## src/rtl/bsc_defs.svh

```systemverilog
/*
 * register offsets, field positions, reset values and cycle counts
 * assumes: included by bare name from the core and the bench
 */
`ifndef BSC_DEFS_SVH
`define BSC_DEFS_SVH

// apb byte offsets
`define BSC_OFF_CTRL     12'h000
`define BSC_OFF_STATUS_FLAG_REGISTER     12'h004
`define BSC_OFF_PC       12'h008
`define BSC_OFF_XPTR     12'h00c
`define BSC_OFF_STAT     12'h010

// control register fields
`define BSC_CTRL_RUN     0
`define BSC_CTRL_RST     32'h0000_0000

// status flag register bit positions
`define BSC_FLG_C        0
`define BSC_FLG_Z        1
`define BSC_FLG_N        2
`define BSC_FLG_V        3
`define BSC_FLG_S        4
`define BSC_FLG_H        5
`define BSC_FLG_T        6
`define BSC_FLG_I        7
`define BSC_STATUS_FLAG_REGISTER_RST     8'h00
`define BSC_PC_RST       16'h0000
`define BSC_XPTR_RST     16'h0000

// instruction cycle counts
`define BSC_CYC_CMP      2'd1
`define BSC_CYC_NOSKIP   2'd1
`define BSC_CYC_SKIP1    2'd2
`define BSC_CYC_SKIP2    2'd3
`define BSC_CYC_BR_NOT   2'd1
`define BSC_CYC_BR_TAKEN 2'd2
`define BSC_CYC_LOAD     2'd2

`endif

```

## src/rtl/bsc_pkg.sv

```systemverilog
/*
 * types shared by the execution core
 * assumes: fetch presents one pre-decoded operation per transfer
 */
package bsc_pkg;

    // pre-decoded operation presented by fetch
    typedef enum logic [3:0] {
        plain_compare_op        = 4'h0,
        compare_with_carry_op   = 4'h1,
        compare_immediate_op    = 4'h2,
        skip_reg_bit_clear_op   = 4'h3,
        skip_reg_bit_set_op     = 4'h4,
        skip_io_bit_clear_op    = 4'h5,
        skip_io_bit_set_op      = 4'h6,
        branch_flag_set_op      = 4'h7,
        branch_flag_clear_op    = 4'h8,
        indirect_load_op        = 4'h9,
        indirect_load_inc_op    = 4'ha,
        indirect_load_dec_op    = 4'hb
    } bsc_op_t;

    // sequencer states, one-hot
    typedef enum logic [2:0] {
        ST_IDLE = 3'b001,
        ST_HOLD = 3'b010,
        ST_LOAD = 3'b100
    } bsc_state_t;

endpackage

```

## src/rtl/bsc_core.sv

```systemverilog
/*
 * execution core for compares, skips, relative branches and x loads,
 * with an apb slave for control, status flags, pc and x pointer.
 * assumes: operands already read from the register file and i/o space;
 * data memory answers combinationally while mem_req is high.
 */
// The placing of the registers and the APB slave port were decided locally.
// What this block does
// - compare-with-carry and compare-immediate set Z,N,V,C,H, drop result, 1 cycle
// - skip when register bit is 0, pc advances 2 or 3
// - skip when register bit is 1, pc advances 2 or 3
// - skip when i/o bit is 0, flags untouched
// - skip when i/o bit is 1, flags untouched
// - flag-set branch jumps to pc+k+1 when indexed flag is 1
// - flag-clear branch jumps to pc+k+1 when indexed flag is 0
// - equal branches on Z=1, not-equal on Z=0
// - carry-set and lower branches on C=1
// - carry-clear and same-or-higher branches on C=0
// - minus branches on N=1, plus on N=0
// - signed greater-or-equal branches when N xor V is 0
// - signed less-than branches when N xor V is 1
// - half-carry branches test H set or clear
// - transfer-bit branches test T set or clear
// - overflow branches test V set or clear
// - interrupt branches test I set or clear
// - post-increment load reads at X then bumps X, 2 cycles
// - pre-decrement load lowers X first then reads, 2 cycles
// - plain compare subtracts registers, sets flags, 1 cycle
`include "bsc_defs.svh"
`timescale 1ns/1ps
`default_nettype none

module bsc_core #(
    parameter int PC_W = 16
) (
    input  wire logic             pclk,
    input  wire logic             presetn,
    input  wire logic             psel,
    input  wire logic             penable,
    input  wire logic             pwrite,
    input  wire logic [11:0]      paddr,
    input  wire logic [31:0]      pwdata,
    output logic      [31:0]      prdata,
    output logic                  pready,
    output logic                  pslverr,
    input  wire logic             op_valid,
    output logic                  op_ready,
    input  wire bsc_pkg::bsc_op_t op_code,
    input  wire logic [7:0]       op_a,
    input  wire logic [7:0]       op_b,
    input  wire logic [2:0]       op_bit,
    input  wire logic [6:0]       op_off,
    input  wire logic             op_io_bit,
    input  wire logic             op_next_two,
    output logic                  mem_req,
    output logic      [15:0]      mem_addr,
    input  wire logic [7:0]       mem_rdata,
    output logic                  rf_we,
    output logic      [7:0]       rf_wdata,
    output logic      [PC_W-1:0]  pc
);

    ////////////////////////////////////////////////////////////////////
    // helpers

    // flag picked by a branch index; S slot means N xor V
    function automatic logic flag_sel(input logic [7:0] f,
                                      input logic [2:0] idx);
        if (idx == 3'(`BSC_FLG_S))
            flag_sel = f[`BSC_FLG_N] ^ f[`BSC_FLG_V];
        else
            flag_sel = f[idx];
    endfunction

    // a - b - cin into C,Z,N,V,S,H; chain keeps Z for carry
    function automatic logic [7:0] sub_flags(input logic [7:0] f,
                                             input logic [7:0] a,
                                             input logic [7:0] b,
                                             input logic       cin,
                                             input logic       chain);
        logic [8:0] d;
        logic [7:0] r;
        logic       n;
        logic       v;
        d = {1'b0, a} - {1'b0, b} - {8'h00, cin};
        r = d[7:0];
        n = r[7];
        v = (a[7] & ~b[7] & ~r[7]) | (~a[7] & b[7] & r[7]);
        sub_flags = f;
        sub_flags[`BSC_FLG_C] = d[8];
        sub_flags[`BSC_FLG_Z] = (r == 8'h00) &
                                (chain ? f[`BSC_FLG_Z] : 1'b1);
        sub_flags[`BSC_FLG_N] = n;
        sub_flags[`BSC_FLG_V] = v;
        sub_flags[`BSC_FLG_S] = n ^ v;
        sub_flags[`BSC_FLG_H] = (~a[3] & b[3]) | (b[3] & r[3]) |
                                (r[3] & ~a[3]);
    endfunction

    ////////////////////////////////////////////////////////////////////
    // core state

    bsc_pkg::bsc_state_t state_ff, nxt_state;
    logic [1:0]      hold_ff,   nxt_hold;
    logic [7:0]      status_flag_register_ff,   nxt_status_flag_register;
    logic [PC_W-1:0] pc_ff,     nxt_pc;
    logic [15:0]     x_ff,      nxt_x;
    logic            ready_ff,  nxt_ready;
    logic            req_ff,    nxt_req;
    logic [15:0]     addr_ff,   nxt_addr;
    logic            we_ff,     nxt_we;
    logic [7:0]      wdata_ff,  nxt_wdata;
    logic [1:0]      lastcyc_ff, nxt_lastcyc;
    logic            taken_ff,  nxt_taken;
    logic [31:0]     ctrl_ff,   nxt_ctrl;
    logic            run;
    logic            acc;
    logic            cond;
    logic [PC_W-1:0] br_tgt;
    logic            sw_we;
    logic [11:0]     sw_off;

    assign run = ctrl_ff[`BSC_CTRL_RUN];
    assign acc = op_valid & ready_ff;
    // signed word displacement onto pc+1
    assign br_tgt = pc_ff + PC_W'(1) +
                    PC_W'({{(PC_W-7){op_off[6]}}, op_off});

    // skip or branch condition of the operation on offer
    always_comb
    begin
        unique case (op_code)
            bsc_pkg::skip_reg_bit_clear_op: cond = ~op_a[op_bit];
            bsc_pkg::skip_reg_bit_set_op:   cond = op_a[op_bit];
            bsc_pkg::skip_io_bit_clear_op:  cond = ~op_io_bit;
            bsc_pkg::skip_io_bit_set_op:    cond = op_io_bit;
            bsc_pkg::branch_flag_set_op:
                cond = flag_sel(status_flag_register_ff, op_bit);
            bsc_pkg::branch_flag_clear_op:
                cond = ~flag_sel(status_flag_register_ff, op_bit);
            default:                        cond = 1'b0;
        endcase
    end

    // next values of the sequencer, flags, pc and x pointer
    always_comb
    begin
        nxt_state   = state_ff;
        nxt_hold    = hold_ff;
        nxt_status_flag_register    = status_flag_register_ff;
        nxt_pc      = pc_ff;
        nxt_x       = x_ff;
        nxt_req     = 1'b0;
        nxt_addr    = addr_ff;
        nxt_we      = 1'b0;
        nxt_wdata   = wdata_ff;
        nxt_lastcyc = lastcyc_ff;
        nxt_taken   = taken_ff;
        unique case (state_ff)
            bsc_pkg::ST_IDLE:
            begin
                if (acc)
                begin
                    nxt_taken = cond;
                    nxt_pc    = pc_ff + PC_W'(1);
                    unique case (op_code)
                        bsc_pkg::plain_compare_op:
                        begin
                            nxt_status_flag_register = sub_flags(status_flag_register_ff, op_a, op_b,
                                                 1'b0, 1'b0);
                            nxt_lastcyc = `BSC_CYC_CMP;
                        end
                        bsc_pkg::compare_with_carry_op:
                        begin
                            nxt_status_flag_register = sub_flags(status_flag_register_ff, op_a, op_b,
                                status_flag_register_ff[`BSC_FLG_C], 1'b1);
                            nxt_lastcyc = `BSC_CYC_CMP;
                        end
                        bsc_pkg::compare_immediate_op:
                        begin
                            nxt_status_flag_register = sub_flags(status_flag_register_ff, op_a, op_b,
                                                 1'b0, 1'b0);
                            nxt_lastcyc = `BSC_CYC_CMP;
                        end
                        bsc_pkg::skip_reg_bit_clear_op,
                        bsc_pkg::skip_reg_bit_set_op,
                        bsc_pkg::skip_io_bit_clear_op,
                        bsc_pkg::skip_io_bit_set_op:
                        begin
                            // skipped length sets the cost
                            if (cond && op_next_two)
                            begin
                                nxt_pc      = pc_ff + PC_W'(3);
                                nxt_lastcyc = `BSC_CYC_SKIP2;
                                nxt_hold    = 2'd1;
                                nxt_state   = bsc_pkg::ST_HOLD;
                            end
                            else if (cond)
                            begin
                                nxt_pc      = pc_ff + PC_W'(2);
                                nxt_lastcyc = `BSC_CYC_SKIP1;
                                nxt_hold    = 2'd0;
                                nxt_state   = bsc_pkg::ST_HOLD;
                            end
                            else
                                nxt_lastcyc = `BSC_CYC_NOSKIP;
                        end
                        bsc_pkg::branch_flag_set_op,
                        bsc_pkg::branch_flag_clear_op:
                        begin
                            if (cond)
                            begin
                                nxt_pc      = br_tgt;
                                nxt_lastcyc = `BSC_CYC_BR_TAKEN;
                                nxt_hold    = 2'd0;
                                nxt_state   = bsc_pkg::ST_HOLD;
                            end
                            else
                                nxt_lastcyc = `BSC_CYC_BR_NOT;
                        end
                        bsc_pkg::indirect_load_op:
                        begin
                            nxt_req     = 1'b1;
                            nxt_addr    = x_ff;
                            nxt_lastcyc = `BSC_CYC_LOAD;
                            nxt_state   = bsc_pkg::ST_LOAD;
                        end
                        bsc_pkg::indirect_load_inc_op:
                        begin
                            nxt_req     = 1'b1;
                            nxt_addr    = x_ff;
                            nxt_x       = x_ff + 16'h0001;
                            nxt_lastcyc = `BSC_CYC_LOAD;
                            nxt_state   = bsc_pkg::ST_LOAD;
                        end
                        bsc_pkg::indirect_load_dec_op:
                        begin
                            nxt_req     = 1'b1;
                            nxt_addr    = x_ff - 16'h0001;
                            nxt_x       = x_ff - 16'h0001;
                            nxt_lastcyc = `BSC_CYC_LOAD;
                            nxt_state   = bsc_pkg::ST_LOAD;
                        end
                        default:
                            nxt_lastcyc = 2'd1;
                    endcase
                end
                else if (sw_we && !run)
                begin
                    // software may only move state while halted
                    if (sw_off == `BSC_OFF_STATUS_FLAG_REGISTER)
                        nxt_status_flag_register = pwdata[7:0];
                    if (sw_off == `BSC_OFF_PC)
                        nxt_pc = pwdata[PC_W-1:0];
                    if (sw_off == `BSC_OFF_XPTR)
                        nxt_x = pwdata[15:0];
                end
            end
            bsc_pkg::ST_HOLD:
            begin
                // extra cycles of a taken branch or skip
                if (hold_ff == 2'd0)
                    nxt_state = bsc_pkg::ST_IDLE;
                else
                    nxt_hold = hold_ff - 2'd1;
            end
            bsc_pkg::ST_LOAD:
            begin
                // data arrives while the request stands
                nxt_we    = 1'b1;
                nxt_wdata = mem_rdata;
                nxt_state = bsc_pkg::ST_IDLE;
            end
        endcase
        nxt_ready = run && (nxt_state == bsc_pkg::ST_IDLE);
    end

    // core registers
    always_ff @(posedge pclk or negedge presetn)
    begin
        if (!presetn)
        begin
            state_ff   <= bsc_pkg::ST_IDLE;
            hold_ff    <= 2'd0;
            status_flag_register_ff    <= `BSC_STATUS_FLAG_REGISTER_RST;
            pc_ff      <= PC_W'(`BSC_PC_RST);
            x_ff       <= `BSC_XPTR_RST;
            ready_ff   <= 1'b0;
            req_ff     <= 1'b0;
            addr_ff    <= 16'h0000;
            we_ff      <= 1'b0;
            wdata_ff   <= 8'h00;
            lastcyc_ff <= 2'd0;
            taken_ff   <= 1'b0;
        end
        else
        begin
            state_ff   <= nxt_state;
            hold_ff    <= nxt_hold;
            status_flag_register_ff    <= nxt_status_flag_register;
            pc_ff      <= nxt_pc;
            x_ff       <= nxt_x;
            ready_ff   <= nxt_ready;
            req_ff     <= nxt_req;
            addr_ff    <= nxt_addr;
            we_ff      <= nxt_we;
            wdata_ff   <= nxt_wdata;
            lastcyc_ff <= nxt_lastcyc;
            taken_ff   <= nxt_taken;
        end
    end

    ////////////////////////////////////////////////////////////////////
    // apb slave: one wait state, so every answer comes from a flop

    logic        pready_ff,  nxt_pready;
    logic        pslverr_ff, nxt_pslverr;
    logic [31:0] prdata_ff,  nxt_prdata;
    logic        hit;

    assign sw_off = paddr;
    assign sw_we  = psel & penable & pwrite & pready_ff;
    assign hit    = (paddr == `BSC_OFF_CTRL) || (paddr == `BSC_OFF_STATUS_FLAG_REGISTER) ||
                    (paddr == `BSC_OFF_PC)   || (paddr == `BSC_OFF_XPTR) ||
                    (paddr == `BSC_OFF_STAT);

    // answer decode and control register
    always_comb
    begin
        nxt_pready  = psel & penable & ~pready_ff;
        nxt_pslverr = nxt_pready & ~hit;
        nxt_prdata  = 32'h0000_0000;
        nxt_ctrl    = ctrl_ff;
        if (nxt_pready && !pwrite)
        begin
            unique case (paddr)
                `BSC_OFF_CTRL: nxt_prdata = ctrl_ff;
                `BSC_OFF_STATUS_FLAG_REGISTER: nxt_prdata = {24'h000000, status_flag_register_ff};
                `BSC_OFF_PC:   nxt_prdata = 32'(pc_ff);
                `BSC_OFF_XPTR: nxt_prdata = {16'h0000, x_ff};
                `BSC_OFF_STAT: nxt_prdata = {28'h0000000, taken_ff,
                                             lastcyc_ff, ~ready_ff};
                default:       nxt_prdata = 32'h0000_0000;
            endcase
        end
        if (sw_we && paddr == `BSC_OFF_CTRL)
            nxt_ctrl = {31'h00000000, pwdata[`BSC_CTRL_RUN]};
    end

    // bus registers
    always_ff @(posedge pclk or negedge presetn)
    begin
        if (!presetn)
        begin
            pready_ff  <= 1'b0;
            pslverr_ff <= 1'b0;
            prdata_ff  <= 32'h0000_0000;
            ctrl_ff    <= `BSC_CTRL_RST;
        end
        else
        begin
            pready_ff  <= nxt_pready;
            pslverr_ff <= nxt_pslverr;
            prdata_ff  <= nxt_prdata;
            ctrl_ff    <= nxt_ctrl;
        end
    end

    assign prdata   = prdata_ff;
    assign pready   = pready_ff;
    assign pslverr  = pslverr_ff;
    assign op_ready = ready_ff;
    assign mem_req  = req_ff;
    assign mem_addr = addr_ff;
    assign rf_we    = we_ff;
    assign rf_wdata = wdata_ff;
    assign pc       = pc_ff;

    ////////////////////////////////////////////////////////////////////
    // checks

    logic is_cmp;
    logic is_skip;
    logic is_br;
    assign is_cmp  = (op_code == bsc_pkg::plain_compare_op) ||
                     (op_code == bsc_pkg::compare_with_carry_op) ||
                     (op_code == bsc_pkg::compare_immediate_op);
    assign is_skip = (op_code >= bsc_pkg::skip_reg_bit_clear_op) &&
                     (op_code <= bsc_pkg::skip_io_bit_set_op);
    assign is_br   = (op_code == bsc_pkg::branch_flag_set_op) ||
                     (op_code == bsc_pkg::branch_flag_clear_op);
endmodule // bsc_core

`default_nettype wire

```

## config.mk

```make
export PLATFORM = sky130hd
export DESIGN_NAME = bsc_core
export DESIGN_NICKNAME = d
export VERILOG_FILES = /design/src/rtl/bsc_pkg.sv /design/src/rtl/bsc_core.sv
export VERILOG_INCLUDE_DIRS = /design/src /design/src/rtl
export SDC_FILE = /design/constraint.sdc
export NUM_CORES = 1
export LEC_CHECK = 0
export BUFFER_PORTS_ARGS = -buffer_cell sky130_fd_sc_hd__buf_2
export CORE_ASPECT_RATIO = 1.25
export CORE_MARGIN = 2
export CORE_UTILIZATION = 52
export CTS_BUF_LIST = sky130_fd_sc_hd__clkbuf_4
export CTS_CLUSTER_SIZE = 40
export DETAILED_ROUTE_END_ITERATION = 16
export GPL_ROUTABILITY_DRIVEN = 0
export PLACE_DENSITY = 0.76
export SETUP_SLACK_MARGIN = 0.05
export SLEW_MARGIN = 5
export SYNTH_ARGS = -nofsm -noshare
export SYNTH_HDL_FRONTEND = slang
export SYNTH_SLANG_ARGS = --single-unit
```

## constraint.sdc

```tcl
create_clock -name pclk -period 2.9 [get_ports pclk]
set_input_delay 0.58 -clock pclk [delete_from_list [all_inputs] [get_ports pclk]]
set_output_delay 0.58 -clock pclk [all_outputs]
set_load 0.02 [all_outputs]
```

# Yosys cells after proc, flatten, opt, wreduce, memory -nomap -nowiden
# Cells that the tools add are included.
word_totals:
  reg_bits: 110
  in_bits: 90
  elab_cells: 169
op_classes:
  n_addsub: 9
  order_cmp: 1
  eq_ne: 25
  n_mux: 44
  n_bitwise: 39
  reduce_logical: 34
op_table:
  columns: ["op", "count"]
  rows:
  - ["16-bit 2-to-1 mux", 10]
  - ["16-bit one-hot mux with 2 select lines", 3]
  - ["16-bit one-hot mux with 5 select lines", 1]
  - ["16-bit by 1-bit adder with 16-bit output (second input constant)", 2]
  - ["16-bit by 2-bit adder with 16-bit output (second input constant)", 2]
  - ["12-bit by 4-bit equality test with 1-bit output (second input constant)", 2]
  - ["8-bit 2-to-1 mux", 3]
  - ["1-bit AND", 18]
  - ["3-bit one-hot mux with 3 select lines", 2]
  - ["16-bit adder", 1]
  - ["4-bit by 3-bit equality test with 1-bit output (second input constant)", 4]
  - ["4-bit equality test (second input constant)", 4]
  - ["8-bit zero test", 2]
  - ["4-bit AND reduction", 4]
  - ["16-bit by 1-bit subtractor with 16-bit output (second input constant)", 1]
  - ["12-bit by 3-bit equality test with 1-bit output (second input constant)", 1]
  - ["12-bit by 5-bit equality test with 1-bit output (second input constant)", 1]
  - ["12-bit zero test", 1]
  - ["2-bit 2-to-1 mux", 6]
  - ["3-bit 2-to-1 mux", 4]
  - ["1-bit inverter", 12]
  - ["6-bit one-hot mux with 2 select lines", 1]
  - ["2-bit nonzero test", 6]
  - ["8-bit by 8-bit subtractor with 9-bit output", 1]
  - ["other kinds (28)", 60]

# Longest topological paths before layout
logic_depth:
  depth_word: 13
  ltp_mapped: 15
  mapped_depth_nobuf: 15

# Worst setup path before layout
# No wires, ideal clock.
synth_path:
  path_type: "register to register"
  from: "reg pc_ff[1], in the netlist pc[1]"
  to: "reg pc_ff[15], in the netlist pc[15]"
  setup_ns: 0.124
  arrival_time_ns: 3.249
  t_required_ns: 2.776
  setup_slack_ns: -0.473
  path_stages_with_launch: 15
  path_buffers: 1
  path_cell_list: "dfrtp_1 -> ha_1 -> nand4_1 -> or2_2 -> clkdlybuf4s15_1 -> nor2_1 -> xor2_1 -> ha_1 -> and4_1 -> and3_1 -> a221o_1 -> xor2_1 -> nand2_1 -> mux2i_1 -> o31a_1"
synth_between:
  elab_chain_len: 5
  elab_cells_between_ends: 9
  classes_between: "add/sub: 4; mux: 5"
synth_lines:
  columns: ["item", "line_no", "source"]
  rows:
  - ["start, declared", "bsc_core.sv:106", "logic [PC_W-1:0] pc_ff, nxt_pc;"]
  - ["start signal, assigned", "bsc_core.sv:286", "pc_ff <= PC_W'(`BSC_PC_RST);"]
  - ["start signal, assigned", "bsc_core.sv:301", "pc_ff <= nxt_pc;"]
  - ["16-bit by 1-bit adder with 16-bit output or 16-bit by 2-bit adder with 16-bit output (tied branches)", "bsc_core.sv:126, bsc_core.sv:165, bsc_core.sv:200", null]
  - ["16-bit adder or 16-bit 2-to-1 mux (tied branches)", "bsc_core.sv:126, bsc_core.sv:198", null]
  - ["16-bit 2-to-1 mux, on equally long branches", "bsc_core.sv:211, bsc_core.sv:191", null]
  - ["16-bit one-hot mux with 2 select lines *", "bsc_core.sv:166", "unique case (op_code)"]
  - ["16-bit 2-to-1 mux *", "bsc_core.sv:162", "if (acc)"]
# Mark *: on every way between the ends. The rest lies on a longest branch, timed or not.
# A chain may end at the register's enable or synchronous reset.

# Final worst setup path
# Same ends and word-level chain as after synthesis.

==> metrics.csv <==
stage,metric,value,unit
worst_setup_path,worst path cell trace,"ha_4, nand3_4, nor3_4, and3_4, nand2b_4, nand2_4, ha_4, a21o_1, a21o_1, a21o_1, a221o_1, xor2_1, nand2_1, mux2i_1, o31a_1",
power_and_ir_drop,Psw,0.745,mW
timing,total negative slack,-0.381,ns
timing,final worst-path cycle share,1.06,
clocking,Clock Pin Slew Worst Setup and Hold Paths,0.14,ns
yosys,Main synth FF type,dfrtp_1,
yosys,Synth Warn #,0,
global_routing,GRT Max-Usage Layer,met2,
worst_setup_path,Reg2Reg Launch Point,pc[1]$_DFFE_PN0P_,
floorplanning,Die Y,139,um
drt,routed wire length,22400,um
global_routing,All-Layer GR Usage,0.288,
timing,final setup fails,3,
worst_setup_path,CP Buf/Inv Count,0,
power_and_ir_drop,sw frac,0.299,
worst_setup_path,crit-path max cell delay,0.45,ns
placed_design,post-DP HPWL,17200,um
yosys,dominant cells by area after synthesis,"dfrtp_1 (31%), ha_1 (6.1%), nor2_1 (5.1%)",
clocking,clock sink count,94,
yosys,Synth top cells by count,"nor2_1 (102), dfrtp_1 (93), nand2_1 (79)",
power_and_ir_drop,Internal,1.75,mW
timing,Tmin final,3.08,ns
global_routing,vias in the first global route,7382,
timing,Slew @ Worst Pin,0.774,ns
worst_setup_path,CP max FO,4,
yosys,top cell type's share of synthesized area,0.309,
timing,Max Clock Skew,0.0163,ns
worst_setup_path,R2R setup slack,-0.18,ns
timing,final slew viol count,0,
global_routing,grt met1 use,0.358,
clocking,CTS tree,done,
clocking,clk_lat worst skew,0.46,ns
floorplanning,die extent in x,112,um
power_and_ir_drop,Worst VDD drop,0.000201,V
global_routing,first-pass GRT wire length,36500,um
global_routing,largest net degree at the start of global routing,56,
yosys,"EDFF count, synth",0,
floorplanning,# rows,49,
global_routing,total grt overflow,0,
clocking,CTS buffer count,9,
drt,routed via count,7597,
worst_setup_path,Slowest cell on crit path,dfrtp_2,
floorplanning,IO Count,167,
floorplanning,CORE AREA,14300,um2
worst_setup_path,CP Data Required Time,3.25,ns
cells_and_area,share of layout cells above drive strength 1,0.326,
power_and_ir_drop,P per Cell Area,264,nW/um2
worst_setup_path,R2R cell count,15,
power_and_ir_drop,Lkg Pwr,4.56,nW
global_routing,global routing usage on met3,0.0306,
power_and_ir_drop,Clock power frac,0.259,
clocking,clock tree buffer depth,2,
global_routing,initial antenna violation count,1,
drt,DRC Markers,0,
worst_setup_path,critical path type,reg -> reg,
placed_design,Buffers on Ports,134,
yosys,syn_area_per_cell,8.39,um2
yosys,"count leader, synth",nor2_1,
clocking,H-Tree Depth,3,
worst_setup_path,Crit path max-delay family,compound AO/OA/AOI/OAI gates,
timing,RSZ-0062 raised after global routing,yes,
yosys,largest area contributor in the netlist,dfrtp_1,
timing,"Worst Setup Slack, final",-0.181,ns
power_and_ir_drop,sequential power share,0.527,
drt,wire per inst,17.3,um
floorplanning,die area,15500,um2
yosys,sequential cell area fraction in the yosys report,0.312,
cells_and_area,"Core Util, Final",0.661,
placed_design,placed cell area,9070,um2
drt,vias per cell,5.88,
worst_setup_path,"most used cell, CP",a21o_1,
cells_and_area,Area Overhead vs Synth,25.1,%
worst_setup_path,Reg-to-Reg End,pc[15]$_DFFE_PN0P_,
floorplanning,Initial Util,0.528,
worst_setup_path,CP Capture Type,flip-flop,
worst_setup_path,WP data arrival,3.43,ns
cells_and_area,Final nets,1239,
drt,number of iterations in the first detailed-routing pass,8,
clocking,hold_buf cts,0,
timing,Final Hold Viols,0,
yosys,Seq cells post-synth,94,
hold_path,hold crit path type,in -> async,
global_routing,M2 GR Usage,0.495,
yosys,count of cell types in the netlist,89,
yosys,synthesized area,7540,um2
job,Max-Cap Viols,0,
drt,initial DRC count,662,
power_and_ir_drop,Logic pwr share,0.214,
clocking,CTS root buf,clkbuf_4,
yosys,Mapped Cells,899,
cells_and_area,Final Cell Area,9440,um2
yosys,"Async S/R FF share, synth",1.00,
status,failing checks,setup timing,
drt,Antenna Nets Post-Route,0,
timing,Max-slew headroom,0.484,
status,status,"complete, but fails checks",
worst_setup_path,crit path launch type,flip-flop,
timing,fmax,325,MHz
## final cells by class
| type | instances | area, um2 |
|---|---|---|
| fillers | 1239 | 4840 |
| clock buffers | 12 | 90.1 |
| multi-input cells | 720 | 5030 |
| repair buffers | 256 | 1600 |
| flip-flops and latches | 94 | 2370 |
| clock inverters | 4 | 23.8 |
| diodes | 1 | 2.50 |
| inverters | 28 | 105 |
| well taps | 178 | 223 |
## power by group through the flow
stage | combinational, mW | clock [mW] | sequential (mW)
2_1_floorplan | 0.300 | 0 | 1.34
3_3_place_gp | 0.504 | 0 | 1.34
3_5_place_dp | 0.514 | 0 | 1.34
4_1_cts | 0.521 | 0.652 | 1.31
5_1_grt | 0.583 | 0.710 | 1.31
6_report | 0.533 | 0.646 | 1.31
## cells in the final DEF (no fill, tap or decap), drive strengths merged, types with 12 or more instances in the layout
cell    instances
nand4          16
nand2          80
nor3           27
conb           16
o21ai          56
a31oi          22
mux2i          22
or3            12
dfrtp          93
xnor2          32
nand2b         14
inv            28
buf           256
xor2           24
mux2           16
nor2          103
nand3          26
clkbuf         12
ha             37
a21oi          59
## through the flow
step / hold slack, ns / setup slack, ns / power, mW / instances
after floorplan: 0.284 / -0.164 / 1.64 / 914
after global placement: 0.456 / -0.186 / 1.84 / 1268
after detailed placement: 0.466 / -0.222 / 1.85 / 1268
after CTS: 0.185 / -0.146 / 2.49 / 1289
after global routing: 0.185 / -0.299 / 2.61 / 1293
final: 0.161 / -0.181 / 2.49 / 1293
## logic make-up after synthesis
logic type,synth area share
flops,0.312
buf+inv,0.0644
other cells,0.000497
compound gates,0.207
mux,0.0620
xor+xnor,0.0660
fa+ha+maj,0.0693
simple gates,0.219
## registers in the layout (all words and copies together), names as in the netlist, 2 cells and up, named ones only
register / count
mem_addr: 16
x_ff: 16
status_flag_register_ff: 8
lastcyc_ff: 2
rf_wdata: 8
pc: 16
state_ff: 3
prdata: 16
## how the worst max path moves through the flow
stage | from | end | slack [ns] | depth (start not counted)
floorplan | pc[1]$_DFFE_PN0P_ | pc[15]$_DFFE_PN0P_ | -0.16 | 14
global placement | pc[1]$_DFFE_PN0P_ | pc[15]$_DFFE_PN0P_ | -0.19 | 14
detailed placement | pc[1]$_DFFE_PN0P_ | pc[15]$_DFFE_PN0P_ | -0.22 | 14
CTS | pc[1]$_DFFE_PN0P_ | pc[15]$_DFFE_PN0P_ | -0.15 | 14
global route | pc[1]$_DFFE_PN0P_ | pc[15]$_DFFE_PN0P_ | -0.30 | 15
finish | pc[1]$_DFFE_PN0P_ | pc[15]$_DFFE_PN0P_ | -0.18 | 15
## metal layers
layer	part of all wire	vias to the layer above
li1	-	3639
met1	0.40	3563
met2	0.50	319
met3	0.054	76
met4	0.047	0
met5	0	-
## timing repair
item,in CTS,in global routing
cloned,0,0
pin swaps,21,13
setup endpoints to repair,7,10
buffers inserted,5,3
resized for setup,21,18
(Power assumes the default switching activity.)
